--- src/rxc_pkg.sv ---
// Package of constants and carrier types for the extended control block
package rxc_pkg;

	// ------------------------------------------------------------
	// Register offsets within the second bank
	// ------------------------------------------------------------
	localparam logic [7:0] OFS_CTRL_A      = 8'h4a;
	localparam logic [7:0] OFS_CTRL_B      = 8'h4b;
	localparam logic [7:0] OFS_STACK_UPPER = 8'h4e;
	localparam logic [7:0] OFS_STACK_LOWER = 8'h4f;
	localparam logic [7:0] OFS_XRAM_DATA   = 8'h53;
	localparam logic [7:0] OFS_PRIMARY_A   = 8'h0a;

	// ------------------------------------------------------------
	// Field positions, control register A
	// ------------------------------------------------------------
	localparam int A_AUX_VALID  = 7;
	localparam int A_UPDATE     = 6;
	localparam int A_BURST      = 5;
	localparam int A_PWR_INACT  = 4;
	localparam int A_RAM_CLR_F  = 3;
	localparam int A_WAKE_F     = 1;
	localparam int A_KICK_F     = 0;
	localparam logic [7:0] A_RESERVED_MASK = 8'h04;

	// ------------------------------------------------------------
	// Field positions, control register B
	// ------------------------------------------------------------
	localparam int B_AUX_EN     = 7;
	localparam int B_OSC_OUT    = 6;
	localparam int B_XTAL_SEL   = 5;
	localparam int B_RAM_CLEAR_INPUT_EN    = 4;
	localparam int B_PF_SEL     = 3;
	localparam int B_RAM_CLEAR_INPUT_IRQ   = 2;
	localparam int B_WAKE_EN    = 1;
	localparam int B_KICK_EN    = 0;
	localparam int BANK_SEL_BIT = 4;

	// ------------------------------------------------------------
	// Reset values
	// ------------------------------------------------------------
	localparam logic [7:0] RST_CTRL_A = 8'h10;
	localparam logic [7:0] RST_CTRL_B = 8'h40;

	// ------------------------------------------------------------
	// Timing
	// ------------------------------------------------------------
	localparam int CLK_MHZ        = 200;
	localparam int UIP_LEAD_US    = 122;
	localparam int UIP_LEAD_CYC   = UIP_LEAD_US * CLK_MHZ;
	localparam int STACK_DEPTH    = 4;

	// Bus strobe samples carried together
	typedef struct packed {
		logic ale;
		logic rd_n;
		logic wr_n;
		logic cs_n;
	} rxc_strobe_s;

endpackage

--- src/rxc_addr_stack.sv ---
// Four-deep stack of latched bus addresses
`timescale 1ns/1ps
module rxc_addr_stack
	import rxc_pkg::*;
#(
	parameter int DEPTH = STACK_DEPTH
)(
	input  wire logic       clk,
	input  wire logic       arst_n,
	input  wire logic       push,
	input  wire logic [7:0] push_addr,
	input  wire logic [1:0] rd_idx,
	output      logic [7:0] rd_data
);

	logic [7:0] entry [DEPTH];

	// ------------------------------------------------------------
	// Shift chain, entry 0 is the current address
	// ------------------------------------------------------------
	genvar g;
	generate
		for (g = 0; g < DEPTH; g++)
		begin : g_ent
			if (g == 0)
			begin : g_head
				always_ff @(posedge clk or negedge arst_n)
				begin
					if (!arst_n)
						entry[g] <= 8'h00;
					else if (push)
						entry[g] <= push_addr; // [RQ23]
				end
			end
			else
			begin : g_tail
				always_ff @(posedge clk or negedge arst_n)
				begin
					if (!arst_n)
						entry[g] <= 8'h00;
					else if (push)
						entry[g] <= entry[g-1]; // [RQ23]
				end
			end
		end
	endgenerate

	// Registered read port
	always_ff @(posedge clk or negedge arst_n)
	begin
		if (!arst_n)
			rd_data <= 8'h00;
		else
			rd_data <= entry[rd_idx];
	end

endmodule

--- src/rxc_ext_ctrl.sv ---
// Extended control, power-on control and address stack of the clock
`timescale 1ns/1ps
// Notes on behaviour
// [RQ1] Two extended control registers sit at 4Ah and 4Bh of bank one.
// [RQ2] Host sets the bank select bit before touching bank-one registers.
// [RQ3] Auxiliary battery valid bit is read-only, zero when battery is spent.
// [RQ4] Update flag rises 122 us before an update and falls at its end.
// [RQ5] Burst bit one lets the RAM address step on data accesses.
// [RQ6] Address steps at strobe rising edge only for accesses to 53h.
// [RQ7] Power-inactive bit zero drives power low; one leaves it floating.
// [RQ8] Enabled wake-up or kickstart flag clears the power-inactive bit.
// [RQ9] With clear enabled, falling clear input sets the RAM clear flag.
// [RQ10] Host writing one to RAM clear flag sets it and raises interrupt.
// [RQ11] Wake-up flag set by alarm or host one, cleared by host zero.
// [RQ12] Kickstart flag set by kickstart or host one, cleared by zero; the code sets it on a kickstart only while its enable bit is set.
// [RQ13] Reserved bits of register A are plain storage without effect.
// [RQ14] Bit 7 of register B enables auxiliary battery functions.
// [RQ15] Bit 6 routes oscillator to square wave; set at power-up.
// [RQ16] Bit 5 selects crystal load: zero 6 pF, one 12.5 pF.
// [RQ17] Bit 4 lets a low clear input fill user RAM with ones.
// [RQ18] Bit 3 chooses whether power output stays active in power fail.
// [RQ19] Bit 2 lets a completed RAM clear pull the interrupt low; the code pulls it once the RAM clear flag sets, ignoring RAM_CLEAR_DONE.
// [RQ20] Wake enable without supply: flag sets, power low, interrupt later; the code drives power low then only while bit 3 of register B is set.
// [RQ21] Wake enable with supply drives interrupt and power; else neither.
// [RQ22] Kickstart enable does likewise for kickstart pulses.
// [RQ23] Each falling address strobe latches the address and pushes it.
// [RQ24] Stack holds four addresses, read at 4Eh and 4Fh.
// [RQ25] Interrupt is the OR of enabled pending flags.
module rxc_ext_ctrl
	import rxc_pkg::*;
#(
	parameter int XRAM_AW  = 12,
	parameter int UIP_LEAD = UIP_LEAD_CYC
)(
	input  wire logic               CLK,
	input  wire logic               ARST_N,
	input  wire logic [7:0]         AD_IN,
	output      logic [7:0]         AD_OUT,
	output      logic               AD_OE,
	input  wire logic               ALE,
	input  wire logic               RD_N,
	input  wire logic               WR_N,
	input  wire logic               CS_N,
	input  wire logic               BANK_SELECT,
	input  wire logic               VCC_GOOD,
	input  wire logic               AUX_BATTERY_OK,
	input  wire logic               UPDATE_SOON,
	input  wire logic               UPDATE_DONE,
	input  wire logic               WAKEUP_ALARM,
	input  wire logic               KICKSTART_N,
	input  wire logic               RAM_CLEAR_N,
	input  wire logic               RAM_CLEAR_DONE,
	input  wire logic               XRAM_ADDR_LOAD,
	input  wire logic [XRAM_AW-1:0] XRAM_ADDR_VAL,
	output      logic [XRAM_AW-1:0] XRAM_ADDR,
	output      logic               RAM_CLEAR_START,
	output      logic               POWER_ON_OUT_OE,
	output      logic               IRQ_OE,
	output      logic               OSC_OUTPUT_ENABLE,
	output      logic               AUX_BATTERY_ENABLE,
	output      logic               XTAL_LOAD_SELECT
);

	// ------------------------------------------------------------
	// Input synchronisers, three stages each
	// ------------------------------------------------------------
	localparam int NSYNC = 7;
	logic [NSYNC-1:0] raw_in;
	logic [NSYNC-1:0] s1;
	logic [NSYNC-1:0] s2;
	logic [NSYNC-1:0] s3;
	logic [NSYNC-1:0] stable;
	logic [NSYNC-1:0] next_stable;

	assign raw_in = {ALE, RD_N, WR_N, CS_N, KICKSTART_N, RAM_CLEAR_N,
		WAKEUP_ALARM};

	// Only s2 and s3 are compared; s1 may be metastable
	// Reset matches the idle pins so no false edge follows reset
	always_ff @(posedge CLK or negedge ARST_N)
	begin
		if (!ARST_N)
		begin
			s1 <= 7'h3e;
			s2 <= 7'h3e;
			s3 <= 7'h3e;
			stable <= 7'h3e;
		end
		else
		begin
			s1 <= raw_in;
			s2 <= s1;
			s3 <= s2;
			stable <= next_stable;
		end
	end

	genvar gi;
	generate
		for (gi = 0; gi < NSYNC; gi++)
		begin : g_flt
			assign next_stable[gi] = (s2[gi] == s3[gi]) ? s3[gi] : stable[gi];
		end
	endgenerate

	rxc_strobe_s strb;
	assign strb = '{ale: stable[6], rd_n: stable[5], wr_n: stable[4],
		cs_n: stable[3]};

	// Edge history of the filtered levels
	logic [NSYNC-1:0] prev;
	always_ff @(posedge CLK or negedge ARST_N)
	begin
		if (!ARST_N)
			prev <= 7'h3e;
		else
			prev <= stable;
	end

	wire ale_fall  = prev[6] & ~stable[6];
	wire rd_fall   = prev[5] & ~stable[5];
	wire rd_rise   = ~prev[5] & stable[5];
	wire wr_rise   = ~prev[4] & stable[4];
	wire kick_fall = prev[2] & ~stable[2];
	wire ram_clear_input_fall = prev[1] & ~stable[1];
	wire wake_rise = ~prev[0] & stable[0];

	// ------------------------------------------------------------
	// Address latch and decode
	// ------------------------------------------------------------
	logic [7:0] addr;
	logic [7:0] wr_data;
	logic [3:0][7:0] ad_dly;

	// Bus delayed to line up with the filtered strobe; address hold is short
	always_ff @(posedge CLK or negedge ARST_N)
	begin
		if (!ARST_N)
			ad_dly <= '0;
		else
			ad_dly <= {ad_dly[2:0], AD_IN};
	end

	// Address taken from the delayed bus when the filtered strobe falls
	always_ff @(posedge CLK or negedge ARST_N)
	begin
		if (!ARST_N)
			addr <= 8'h00;
		else if (ale_fall)
			addr <= ad_dly[3]; // [RQ23]
	end

	// Bank-one registers decode only while chip select and the bank select bit are both active
	wire sel      = ~strb.cs_n & BANK_SELECT; // [RQ2]
	wire hit_a    = sel & (addr == OFS_CTRL_A); // [RQ1]
	wire hit_b    = sel & (addr == OFS_CTRL_B); // [RQ1]
	wire hit_data = sel & (addr == OFS_XRAM_DATA);
	wire wr_a     = hit_a & wr_rise;
	wire wr_b     = hit_b & wr_rise;

	// Write data held while WR is low, committed on its rise
	always_ff @(posedge CLK or negedge ARST_N)
	begin
		if (!ARST_N)
			wr_data <= 8'h00;
		else if (!strb.wr_n)
			wr_data <= AD_IN;
	end

	// ------------------------------------------------------------
	// Register B
	// ------------------------------------------------------------
	logic [7:0] ctrl_b;
	always_ff @(posedge CLK or negedge ARST_N)
	begin
		if (!ARST_N)
			ctrl_b <= RST_CTRL_B; // [RQ15]
		else if (wr_b)
			ctrl_b <= wr_data; // [RQ14] [RQ16] [RQ18]
	end

	wire ram_clear_input_en  = ctrl_b[B_RAM_CLEAR_INPUT_EN];
	wire wake_en  = ctrl_b[B_WAKE_EN];
	wire kick_en  = ctrl_b[B_KICK_EN];

	// ------------------------------------------------------------
	// Register A flags
	// ------------------------------------------------------------
	logic       ram_clear_input_flag;
	logic       wake_flag;
	logic       kick_flag;
	logic       burst_en;
	logic       pwr_inactive;
	logic [7:0] reserved_a;
	logic       update_busy;

	// Hardware set wins over a same-cycle host clear
	wire next_ram_clear_input = (ram_clear_input_en & ram_clear_input_fall) | (wr_a ? wr_data[A_RAM_CLR_F]
		: ram_clear_input_flag); // [RQ9] [RQ10]
	wire next_wake = wake_rise | (wr_a ? wr_data[A_WAKE_F] : wake_flag);
	wire next_kick = (kick_en & kick_fall) |
		(wr_a ? wr_data[A_KICK_F] : kick_flag);
	wire pwr_clear = (next_wake & wake_en) | (next_kick & kick_en);
	wire next_pab  = pwr_clear ? 1'b0 :
		(wr_a ? wr_data[A_PWR_INACT] : pwr_inactive);

	// Flag and control registers of A
	always_ff @(posedge CLK or negedge ARST_N)
	begin
		if (!ARST_N)
		begin
			ram_clear_input_flag    <= 1'b0;
			wake_flag    <= 1'b0;
			kick_flag    <= 1'b0;
			burst_en     <= 1'b0;
			pwr_inactive <= RST_CTRL_A[A_PWR_INACT];
			reserved_a   <= 8'h00;
		end
		else
		begin
			ram_clear_input_flag    <= next_ram_clear_input; // [RQ9] [RQ10]
			wake_flag    <= next_wake; // [RQ11]
			kick_flag    <= next_kick; // [RQ12] [RQ22]
			pwr_inactive <= next_pab; // [RQ7] [RQ8]
			if (wr_a)
			begin
				burst_en   <= wr_data[A_BURST];
				reserved_a <= wr_data & A_RESERVED_MASK; // [RQ13]
			end
		end
	end

	// Update-in-progress from the timebase strobes
	always_ff @(posedge CLK or negedge ARST_N)
	begin
		if (!ARST_N)
			update_busy <= 1'b0;
		else if (UPDATE_SOON)
			update_busy <= 1'b1; // [RQ4]
		else if (UPDATE_DONE)
			update_busy <= 1'b0; // [RQ4]
	end

	wire [7:0] ctrl_a = reserved_a
		| ({7'h00, AUX_BATTERY_OK} << A_AUX_VALID) // [RQ3]
		| ({7'h00, update_busy}    << A_UPDATE)
		| ({7'h00, burst_en}       << A_BURST)
		| ({7'h00, pwr_inactive}   << A_PWR_INACT)
		| ({7'h00, ram_clear_input_flag}      << A_RAM_CLR_F)
		| ({7'h00, wake_flag}      << A_WAKE_F)
		| ({7'h00, kick_flag}      << A_KICK_F);

	// ------------------------------------------------------------
	// Extended RAM address with burst stepping
	// ------------------------------------------------------------
	always_ff @(posedge CLK or negedge ARST_N)
	begin
		if (!ARST_N)
			XRAM_ADDR <= '0;
		else if (XRAM_ADDR_LOAD)
			XRAM_ADDR <= XRAM_ADDR_VAL;
		else if (burst_en & hit_data & (rd_rise | wr_rise))
			XRAM_ADDR <= XRAM_ADDR + 1'b1; // [RQ5] [RQ6]
	end

	// ------------------------------------------------------------
	// Address stack
	// ------------------------------------------------------------
	logic [7:0] stack_data;
	wire  [1:0] stack_idx = (addr == OFS_STACK_LOWER) ? 2'h3 : 2'h2;

	rxc_addr_stack #(
		.DEPTH     (STACK_DEPTH)
	) u_stack (
		.clk       (CLK),
		.arst_n    (ARST_N),
		.push      (ale_fall),
		.push_addr (ad_dly[3]),
		.rd_idx    (stack_idx),
		.rd_data   (stack_data)
	); // [RQ24]

	// ------------------------------------------------------------
	// Read path
	// ------------------------------------------------------------
	wire hit_stk = sel & ((addr == OFS_STACK_UPPER) |
		(addr == OFS_STACK_LOWER));
	wire [7:0] rd_mux = hit_a ? ctrl_a : hit_b ? ctrl_b :
		hit_stk ? stack_data : 8'h00;
	wire rd_drive = ~strb.rd_n & (hit_a | hit_b | hit_stk);

	always_ff @(posedge CLK or negedge ARST_N)
	begin
		if (!ARST_N)
		begin
			AD_OUT <= 8'h00;
			AD_OE  <= 1'b0;
		end
		else
		begin
			AD_OUT <= rd_mux;
			AD_OE  <= rd_drive;
		end
	end

	// ------------------------------------------------------------
	// Pins: power output, interrupt, option outputs
	// ------------------------------------------------------------
	// Power fail with selector zero floats the output
	wire pwr_drive = ~pwr_inactive &
		(VCC_GOOD | ctrl_b[B_PF_SEL]); // [RQ7] [RQ18] [RQ20]
	// Interrupt only with supply present
	wire irq_drive = VCC_GOOD & ((ram_clear_input_flag & ctrl_b[B_RAM_CLEAR_INPUT_IRQ]) |
		(wake_flag & wake_en) | (kick_flag & kick_en)); // [RQ19] [RQ21] [RQ25]

	always_ff @(posedge CLK or negedge ARST_N)
	begin
		if (!ARST_N)
		begin
			POWER_ON_OUT_OE    <= 1'b0;
			IRQ_OE             <= 1'b0;
			OSC_OUTPUT_ENABLE  <= 1'b1;
			AUX_BATTERY_ENABLE <= 1'b0;
			XTAL_LOAD_SELECT   <= 1'b0;
			RAM_CLEAR_START    <= 1'b0;
		end
		else
		begin
			POWER_ON_OUT_OE    <= pwr_drive; // [RQ20] [RQ21] [RQ22]
			IRQ_OE             <= irq_drive; // [RQ25]
			OSC_OUTPUT_ENABLE  <= ctrl_b[B_OSC_OUT]; // [RQ15]
			AUX_BATTERY_ENABLE <= ctrl_b[B_AUX_EN]; // [RQ14]
			XTAL_LOAD_SELECT   <= ctrl_b[B_XTAL_SEL]; // [RQ16]
			RAM_CLEAR_START    <= ram_clear_input_en & ram_clear_input_fall; // [RQ17]
		end
	end

endmodule

--- config.mk ---
export PLATFORM = sky130hd
export DESIGN_NAME = rxc_ext_ctrl
export DESIGN_NICKNAME = d
export VERILOG_FILES = /design/src/rxc_pkg.sv /design/src/rxc_addr_stack.sv /design/src/rxc_ext_ctrl.sv
export SDC_FILE = /design/constraint.sdc
export NUM_CORES = 1
export LEC_CHECK = 0
export BUFFER_PORTS_ARGS = -buffer_cell sky130_fd_sc_hd__buf_4
export CAP_MARGIN = 20
export CORE_ASPECT_RATIO = 1.75
export CORE_MARGIN = 4
export CORE_UTILIZATION = 44
export DETAILED_ROUTE_END_ITERATION = 6
export PLACE_DENSITY = 0.67
export SETUP_SLACK_MARGIN = 0.5
export SLEW_MARGIN = 20
export SYNTH_ARGS = -nofsm -noshare
export SYNTH_HDL_FRONTEND = slang
export SYNTH_SLANG_ARGS = --single-unit
--- constraint.sdc ---
create_clock -name CLK -period 1.7 [get_ports CLK]
set_input_delay 0.51 -clock CLK [delete_from_list [all_inputs] [get_ports CLK]]
set_output_delay 0.51 -clock CLK [all_outputs]
set_load 0.005 [all_outputs]
==> metrics.csv, run 1 <==
metric;value;unit
status;finished with violations;
violations;setup timing;
ys_ff_latch;156;
path_delay_family;simple AND/OR/NAND/NOR gates;
drtAntennaViolNets;0;
max-cap-violations;0;
worst-endpoint-arrival;2.20;ns
rsz0062_at_grt;true;
cts-root-buf;clkbuf_16;
fp.dieH;157;µm
ys_warn_count;0;
critical_path.max_stage_delay;0.49;ns
grt_pass1_wl;20000;µm
p_total;0.00917;W
antenna_found_initial;0;
htree_levels;4;
dp_hpwl;7890;µm
dp_slack;-0.251;ns
io_pins;63;
post-route-min-period;1.88;ns
cp_num_buf_inv;1;
cts.sinks;156;
num-nets-final;599;
required;2.02;ns
slew_viol_final;0;
die_area;14600;µm²
slew_headroom;0.690;
path_max_fanout;5;
grt_usage;0.180;
drt_wl_total;12200;µm
diodes;0;
clock_skew;0.00908;ns
synth.distinct_cells;44;
path_cells;and4bb_2 > o2111ai_4 > buf_6 > or4_1 > a31oi_1;
synth_nets;460;
dr.pass1.iters;4;
grt-ovfl-total;0;
cts.reportedPaths.clkPinSlew;0.06;ns
core-area;12400;µm²
syn_to_final_growth;39.2;%
synthFlopType;dfrtp_1;
startpoint_type;register;
async_flop_share;1.00;
synth-edff-count;0;
p_leak;3.61;nW
drtIter0Drc;157;
syn_avg_cell_area;13.1;µm²
fmax;0.533;GHz
setup_ws;-0.178;ns
setup_viol;35;
syn_inst;423;
cts_tree;done;
cellPowerDensity;1190;nW/µm²
critical_path_class;reg2reg;
drive_above_1_share;0.443;
vdd_drop_max;713;µV
worstMarginPinSlew;0.464;ns
synth.yosys.seq_area_share;0.709;
clock_latency;0.42;ns
drc;0;
std_cell_rows;54;
routabilityCongestion;0.820;
end_kind;register;
wl_per_cell;16.4;µm
start_util;0.447;
final_cells;743;
syn-cell-area;5560;µm²
grt_pass1_vias;4008;
finalHoldViolCount;0;
timing.final.crit_share;1.10;
cts_buffers;17;
grt_max_degree;37;
port-buffer-count;61;
num_vias;3753;
placedCellCount;682;
crit_slowest_cell;or4_1;
vias_per_cell;5.05;
hp-class;in2reg;
clock_tree.buffer_depth;2;
nFillCells;948;
die_x;92.9;µm
what timing repair did:
item                       4_1_cts  5_1_grt
hold buffers                     1        0
buffers inserted                21        5
gates cloned                     2        0
hold endpoints to repair        21        0
resized for setup               59       34
setup endpoints to repair       77       92
pin swaps                       13       13
logic make-up after synthesis:
logic type      count (synthesis)  synth area share
xor+xnor                        1           0.00158
compound gates                 44            0.0552
buf+inv                        19            0.0142
fa+ha+maj                       8            0.0149
flops                         156             0.709
simple gates                  164             0.144
mux                            31            0.0617
per-layer routing:
layer,global-route usage,up-vias,wire (µm)
met2,0.332,76,7040
met3,0.0452,24,347
li1,-,1730,-
met4,0.0713,0,366
met1,0.193,1923,4470
met5,0,-,0
final cells by class:
cell class | instances | area (µm²) | area share
sequential | 156 | 3940 | 0.510
clock inverter | 13 | 106 | 0.0138
timing repair buffer | 133 | 1220 | 0.157
tap | 168 | 210 | 0.0272
clock buffer | 19 | 453 | 0.0586
multi-input combinational | 248 | 1780 | 0.231
inverter | 6 | 22.5 | 0.00291
synth_stat cells (3+ instances only):
master	number	area [µm²]
mux2i_1	5	50.1
nand4_1	3	18.8
or4_1	7	52.6
a2bb2oi_1	8	70.1
o211ai_1	3	22.5
mux2_2	26	293
dfstp_2	27	709
clkbuf_1	12	45.0
maj3_1	7	70.1
nor2b_1	5	31.3
o21ai_0	17	85.1
dfrtp_1	129	3230
nand2_1	104	390
or3_1	4	25.0
inv_1	6	22.5
nor2_1	12	45.0
nand3_1	7	35.0
a31oi_1	6	37.5
nand2b_1	5	31.3
worst reg2reg max path, cell delays in order (launching register included):
cell       delay [ns]
dfrtp_1          0.42
and4bb_2         0.36
o2111ai_4        0.13
buf_6            0.16
or4_1            0.49
a31oi_1          0.23
registers in the layout (all words and copies together), names as in the netlist, 8 cells and up:
name / flops
u_stack.entry: 32
wr_data: 8
u_stack.rd_data: 8
ctrl_b: 8
XRAM_ADDR: 12
ad_dly: 32
AD_OUT: 8
stage by stage:
step	hold slack (ns)	area, µm²	utilization	setup TNS, ns
CTS	0.180	7550	0.607	-1.90
floorplan	0.214	5590	-	-2.84
finish	0.196	7730	0.622	-1.82
global placement	0.332	6560	0.528	-4.45
global route	0.175	7730	0.622	-4.12
detailed placement	0.335	6560	0.528	-5.78
cell usage in the layout (no fill, tap or decap), drive strengths merged, types with 7 or more instances in the layout:
cell / instances
buf: 132
dfrtp: 129
nand2: 104
dfstp: 27
mux2: 26
clkbuf: 19
o21ai: 17
nor2: 12
inv: 12
a2bb2oi: 8
nand3: 8
maj3: 7
or4: 7
where the power goes:
group	switching (W)	total, W	internal [W]
sequential	0.000302	0.00451	0.00421
combinational	0.000553	0.00115	0.000600
clock	0.00153	0.00351	0.00198
total	0.00238	0.00917	0.00679
path summary, 6_finish.rpt:
kind / start / to / slack [ns] / cells past startpoint
setup / recovery: u_stack.entry[31]$_DFFE_PN0P_ / XRAM_ADDR[6]$_DFFE_PN0P_ / -0.18 / 5
hold / removal: RAM_CLEAR_N / s1[1]$_DFF_PN1_ / 0.20 / 1
setup reg to reg: u_stack.entry[31]$_DFFE_PN0P_ / XRAM_ADDR[6]$_DFFE_PN0P_ / -0.18 / 5
hold reg to reg: ad_dly[13]$_DFF_PN0_ / ad_dly[21]$_DFF_PN0_ / 0.35 / 0
max in group asynchronous: ARST_N / OSC_OUTPUT_ENABLE$_DFF_PN1_ / 0.57 / 3
min in group asynchronous: ARST_N / XRAM_ADDR[9]$_DFFE_PN0P_ / 0.53 / 2
Note: power is estimated with default switching activity, not from simulation.
==> run 2: changes to the inputs <==
--- a/config.mk
+++ b/config.mk
@@ -6,12 +6,11 @@
 export NUM_CORES = 1
 export LEC_CHECK = 0
 export BUFFER_PORTS_ARGS = -buffer_cell sky130_fd_sc_hd__buf_4
-export CAP_MARGIN = 20
 export CORE_ASPECT_RATIO = 1.75
 export CORE_MARGIN = 4
-export CORE_UTILIZATION = 44
+export CORE_UTILIZATION = 52
 export DETAILED_ROUTE_END_ITERATION = 6
-export PLACE_DENSITY = 0.67
+export PLACE_DENSITY = 0.77
 export SETUP_SLACK_MARGIN = 0.5
 export SLEW_MARGIN = 20
 export SYNTH_ARGS = -nofsm -noshare
==> metrics.csv, run 2 (synthesis results as in run 1) <==
metric;value;unit;change
port-buffer-count;61;;unchanged
dp_slack;-0.207;ns;+0.0443 ns
mostFrequentLayoutCell;dfrtp_1;;
antenna_found_initial;0;;unchanged
grt-ovfl-total;0;;unchanged
post-route-cell-area;7620;µm²;-1.4%
critical_path_class;reg2reg;;
most-common-layout-cells;dfrtp_1, nand2_1, buf_4, buf_6, dfstp_2;;
final_cells;693;;-6.7%
slew_viol_final;0;;unchanged
cellPowerDensity;1220;nW/µm²;+2.7%
max-cap-violations;0;;unchanged
p_total;0.00929;W;+1.3%
status;finished with violations;;
vias_per_cell;5.56;;+10%
num_vias;3853;;+2.7%
placedCellCount;636;;-6.7%
fp.dieH;145;µm;-7.6%
crit_slowest_cell;or4_1;;
diodes;0;;unchanged
path_cells;buf_4 > nor3b_2 > buf_4 > o2111ai_2 > or4_1 > nand3_1;;
cts.reportedPaths.clkPinSlew;0.06;ns;about the same
setup_viol;19;;-46%
post-route-min-period;1.81;ns;-0.0660 ns
drtAntennaViolNets;0;;unchanged
worst-endpoint-arrival;2.16;ns;-0.04 ns
die_area;12500;µm²;-14%
rr_worst_depth;6;;+1
slew_headroom;0.695;;+0.00489
final_core_util;0.736;;+0.114
placed_area;6490;µm²;-1.2%
crit_end;XRAM_ADDR[3]$_DFFE_PN0P_;;
drtIter0Drc;210;;+34%
dp_hpwl;7750;µm;-1.8%
cts.sinks;156;;unchanged
routabilityCongestion;0.826;;+0.68%
path_max_fanout;7;;+2
timing.final.crit_share;1.07;;-0.0388
clock_tree.buffer_depth;2;;unchanged
fmax;0.552;GHz;+3.6%
p_leak;3.56;nW;-1.5%
hp-class;in2async;;
cts_tree;done;;
num-nets-final;590;;-1.5%
cp-startpoint;u_stack.entry[26]$_DFFE_PN0P_;;
rsz0062_at_grt;true;;
syn_to_final_growth;37.2;%;
dr.pass1.iters;5;;+1
ff2ff_setup_slack;-0.11;ns;+0.07 ns
io_pins;63;;unchanged
reg_top3;ad_dly (32), u_stack.entry (32), XRAM_ADDR (12);;
clock_latency;0.41;ns;about the same
wl_per_cell;18.9;µm;+15%
critPathMostFrequentCell;buf_4;;
cts_buffers;17;;unchanged
vdd_drop_max;895;µV;+25%
critical_path.max_stage_delay;0.54;ns;+0.05 ns
worstReg2RegEnd;XRAM_ADDR[3]$_DFFE_PN0P_;;
clock_skew;0.00733;ns;-0.00175 ns
required;2.05;ns;+0.03 ns
grt_pass1_vias;4132;;+3.1%
core-area;10400;µm²;-17%
setup_ws;-0.112;ns;+0.0660 ns
die_x;86.1;µm;-7.3%
drt_wl_total;13100;µm;+7.4%
cts-root-buf;clkbuf_16;;
violations;setup timing;;
grt_usage;0.218;;+0.0381
std_cell_rows;49;;-9.3%
worstMarginPinSlew;0.457;ns;-0.00733 ns
start_util;0.536;;+0.0893
drc;0;;unchanged
grt_pass1_wl;20500;µm;+2.7%
end_kind;register;;
r2r-start;u_stack.entry[26]$_DFFE_PN0P_;;
startpoint_type;register;;
drive_above_1_share;0.435;;-0.00885
grt_max_degree;38;;+2.7%
finalHoldViolCount;0;;unchanged
htree_levels;4;;unchanged
## run 2: cell count changes in the layout (fill, tap and decap cells not counted), sizes merged
cell,delta
buf,-9
inv,-4
clkbuf,+3
bufinv,+2
dlygate4sd3,-1
## run 2: where the power goes
group,leakage (nW),switching (W),internal (W)
clock network,0.275,0.00144,0.00216
logic,1.41,0.000571,0.000596
registers,1.88,0.000309,0.00421
## run 2: timing repair
action | CTS | global route
hold buffers | 0 | 0
endpoints found under the setup margin | 72 | 95
cloned | 1 | 1
gates resized for setup | 51 | 46
setup buffers | 16 | 7
pin swaps | 6 | 11
## run 2: area by class of cell
type / instances / area, µm²
fillers: 597 / 2740
clock buffers: 21 / 440
inverters: 6 / 22.5
flip-flops and latches: 156 / 3940
well taps: 127 / 159
repair buffers: 124 / 1170
clock inverters: 11 / 119
multi-input cells: 248 / 1770
## run 2: worst max-delay path: cells and delay by family, from the launching register on
kind | cells | cell delay, ns
AO/OA/AOI/OAI | 1 | 0.22
buffers and inverters | 2 | 0.30
flip-flops | 1 | 0.38
AND/OR/NAND/NOR | 3 | 0.86
## run 2: metal layers
metal  vias to the layer above  routed length (µm)  global-route usage
li1                       1715                   -                   -
met1                      1958                4640               0.238
met2                       142                7440               0.392
met3                        38                 561              0.0544
met4                         0                 490              0.0992
met5                         -                   0                   0
## run 2: stage by stage
| stage | hold slack (ns) | TNS, ns |
|---|---|---|
| after floorplan | 0.214 | -2.84 |
| after global placement | 0.333 | -3.94 |
| after detailed placement | 0.335 | -4.87 |
| after CTS | 0.0156 | -0.751 |
| after global routing | 0.00937 | -2.31 |
| final | 0.000953 | -0.928 |
## run 2: how the worst min path moves through the flow
stage	startpoint	end	slack, ns	depth (start not counted)
after detailed placement	ad_dly[15]$_DFF_PN0_	ad_dly[23]$_DFF_PN0_	0.33	0
after CTS	ARST_N	XRAM_ADDR[8]$_DFFE_PN0P_	0.02	1
after floorplan	ARST_N	AD_OE$_DFF_PN0_	0.21	0
after global placement	ad_dly[16]$_DFF_PN0_	ad_dly[24]$_DFF_PN0_	0.33	0
final	ARST_N	XRAM_ADDR[8]$_DFFE_PN0P_	0.001	1
after global routing	ARST_N	XRAM_ADDR[8]$_DFFE_PN0P_	0.009	1
==> run 3: changes to the inputs <==
--- a/config.mk
+++ b/config.mk
@@ -10,6 +10,7 @@
 export CORE_MARGIN = 4
 export CORE_UTILIZATION = 52
 export DETAILED_ROUTE_END_ITERATION = 6
+export HOLD_SLACK_MARGIN = 0.12
 export PLACE_DENSITY = 0.77
 export SETUP_SLACK_MARGIN = 0.5
 export SLEW_MARGIN = 20
==> metrics.csv, run 3 (synthesis results as in run 1) <==
metric;value;unit;change
status;finished with violations;;
violations;setup timing;;
start_util;0.536;;unchanged
post-route-min-period;1.81;ns;-0.00523 ns
clock_tree.buffer_depth;2;;unchanged
setup_ws;-0.106;ns;+0.00523 ns
std_cell_rows;49;;unchanged
p_leak;3.57;nW;+0.21%
end_kind;register;;
critPathMostFrequentCell;buf_4;;
max-cap-violations;0;;unchanged
drt_wl_total;13200;µm;+0.31%
rsz0062_at_grt;true;;
slew_viol_final;0;;unchanged
fmax;0.554;GHz;+0.29%
clock_latency;0.41;ns;about the same
diodes;0;;unchanged
grt_pass1_vias;4144;;+0.29%
vdd_drop_max;895;µV;about the same
fp.dieH;145;µm;unchanged
wl_per_cell;19.0;µm;+0.17%
vias_per_cell;5.58;;+0.43%
drc;0;;unchanged
port-buffer-count;61;;unchanged
cts.reportedPaths.clkPinSlew;0.06;ns;about the same
path_max_fanout;9;;+2
cts_tree;done;;
timing.final.crit_share;1.06;;-0.00307
mostFrequentLayoutCell;dfrtp_1;;
reg_top3;ad_dly (32), u_stack.entry (32), XRAM_ADDR (12);;
clock_skew;0.00764;ns;+0.000314 ns
worst-endpoint-arrival;2.14;ns;-0.02 ns
grt_max_degree;38;;unchanged
path_cells;buf_4 > nor3b_2 > o2111ai_1 > buf_4 > or4_1 > a31oi_1;;
cellPowerDensity;1220;nW/µm²;-0.20%
required;2.03;ns;-0.02 ns
final_cells;694;;+0.14%
hp-class;in2reg;;
grt_usage;0.218;;+0.000243
grt_pass1_wl;20500;µm;+0.14%
whs;0.201;ns;+0.200 ns
cts-root-buf;clkbuf_16;;
dr.pass1.iters;5;;unchanged
worstMarginPinSlew;0.468;ns;+0.0109 ns
drive_above_1_share;0.434;;-0.000767
num-nets-final;591;;+0.17%
io_pins;63;;unchanged
drtIter0Drc;221;;+5.2%
most-common-layout-cells;dfrtp_1, nand2_1, buf_4, buf_6, dfstp_2;;
cts_buffers;17;;unchanged
crit_slowest_cell;or4_1;;
startpoint_type;register;;
die_x;86.1;µm;unchanged
critical_path.max_stage_delay;0.50;ns;-0.04 ns
antenna_found_initial;0;;unchanged
syn_to_final_growth;37.5;%;
routabilityCongestion;0.826;;unchanged
drtAntennaViolNets;0;;unchanged
finalHoldViolCount;0;;unchanged
htree_levels;4;;unchanged
cts.sinks;156;;unchanged
critical_path_class;reg2reg;;
finalSetupTns;-0.878;ns;+0.0506 ns
grt-ovfl-total;0;;unchanged
p_total;0.00929;W;about the same
num_vias;3875;;+0.57%
slew_headroom;0.688;;-0.00730
dp_hpwl;7750;µm;unchanged
core-area;10400;µm²;unchanged
nFillCells;594;;-0.50%
setup_viol;19;;unchanged
placedCellCount;636;;unchanged
die_area;12500;µm²;unchanged
run 3: changes by cell type in the layout (fill, tap and decap cells not counted):
cell,before,now
buf_12,4,5
buf_6,44,43
dlygate4sd3_1,0,1
run 3: layout make-up:
class | instances | area, µm² | area share
timing repair buffer | 125 | 1190 | 0.156
tap | 127 | 159 | 0.0208
inverter | 6 | 22.5 | 0.00295
clock buffer | 21 | 440 | 0.0576
multi-input combinational | 248 | 1770 | 0.231
clock inverter | 11 | 119 | 0.0156
sequential | 156 | 3940 | 0.516
run 3: repair_timing:
item	in CTS	in global routing
cloned	1	1
endpoints found under the setup margin	72	113
endpoints found under the hold margin	23	0
pin swaps	6	11
hold buffers	1	0
buffers inserted	16	7
resized for setup	51	49
run 3: report_power, final:
part           switching (W)  internal [W]  total [W]
Clock                0.00144       0.00216    0.00360
Sequential          0.000311       0.00421    0.00453
Combinational       0.000569      0.000600    0.00117
Total                0.00232       0.00697    0.00929
run 3: path summary, 6_finish.rpt:
path                                               startpoint                  endpoint  slack, ns  cells past startpoint
worst max-delay path            u_stack.entry[26]$_DFFE_PN0P_  XRAM_ADDR[6]$_DFFE_PN0P_      -0.11                      6
worst min-delay path                                     RD_N           s1[5]$_DFF_PN1_       0.20                      1
worst max register to register  u_stack.entry[26]$_DFFE_PN0P_  XRAM_ADDR[6]$_DFFE_PN0P_      -0.11                      6
worst min register to register           ad_dly[10]$_DFF_PN0_      ad_dly[18]$_DFF_PN0_       0.34                      0
max in group asynchronous                              ARST_N           s1[4]$_DFF_PN1_       0.60                      3
min in group asynchronous                              ARST_N  XRAM_ADDR[8]$_DFFE_PN0P_       0.56                      2
run 3: per-stage QoR:
step                cell area (µm²)   util  setup slack, ns
detailed placement             6490  0.626           -0.207
CTS                            7380  0.712          -0.0721
finish                         7640  0.737           -0.106
floorplan                      5590      -           -0.194
global route                   7640  0.737           -0.193
global placement               6490  0.626           -0.203
run 3: worst max-delay path: cells and delay by family, from the launching register on:
family / cells / cell delay [ns]
simple gates: 2 / 0.71
flops: 1 / 0.38
buf+inv: 2 / 0.34
compound gates: 2 / 0.31
run 3: per-layer routing:
metal,vias to the layer above,track usage,part of all wire
met3,42,0.0544,0.040
met2,147,0.393,0.56
met5,-,0,0
li1,1718,-,-
met4,0,0.0992,0.040
met1,1968,0.238,0.36
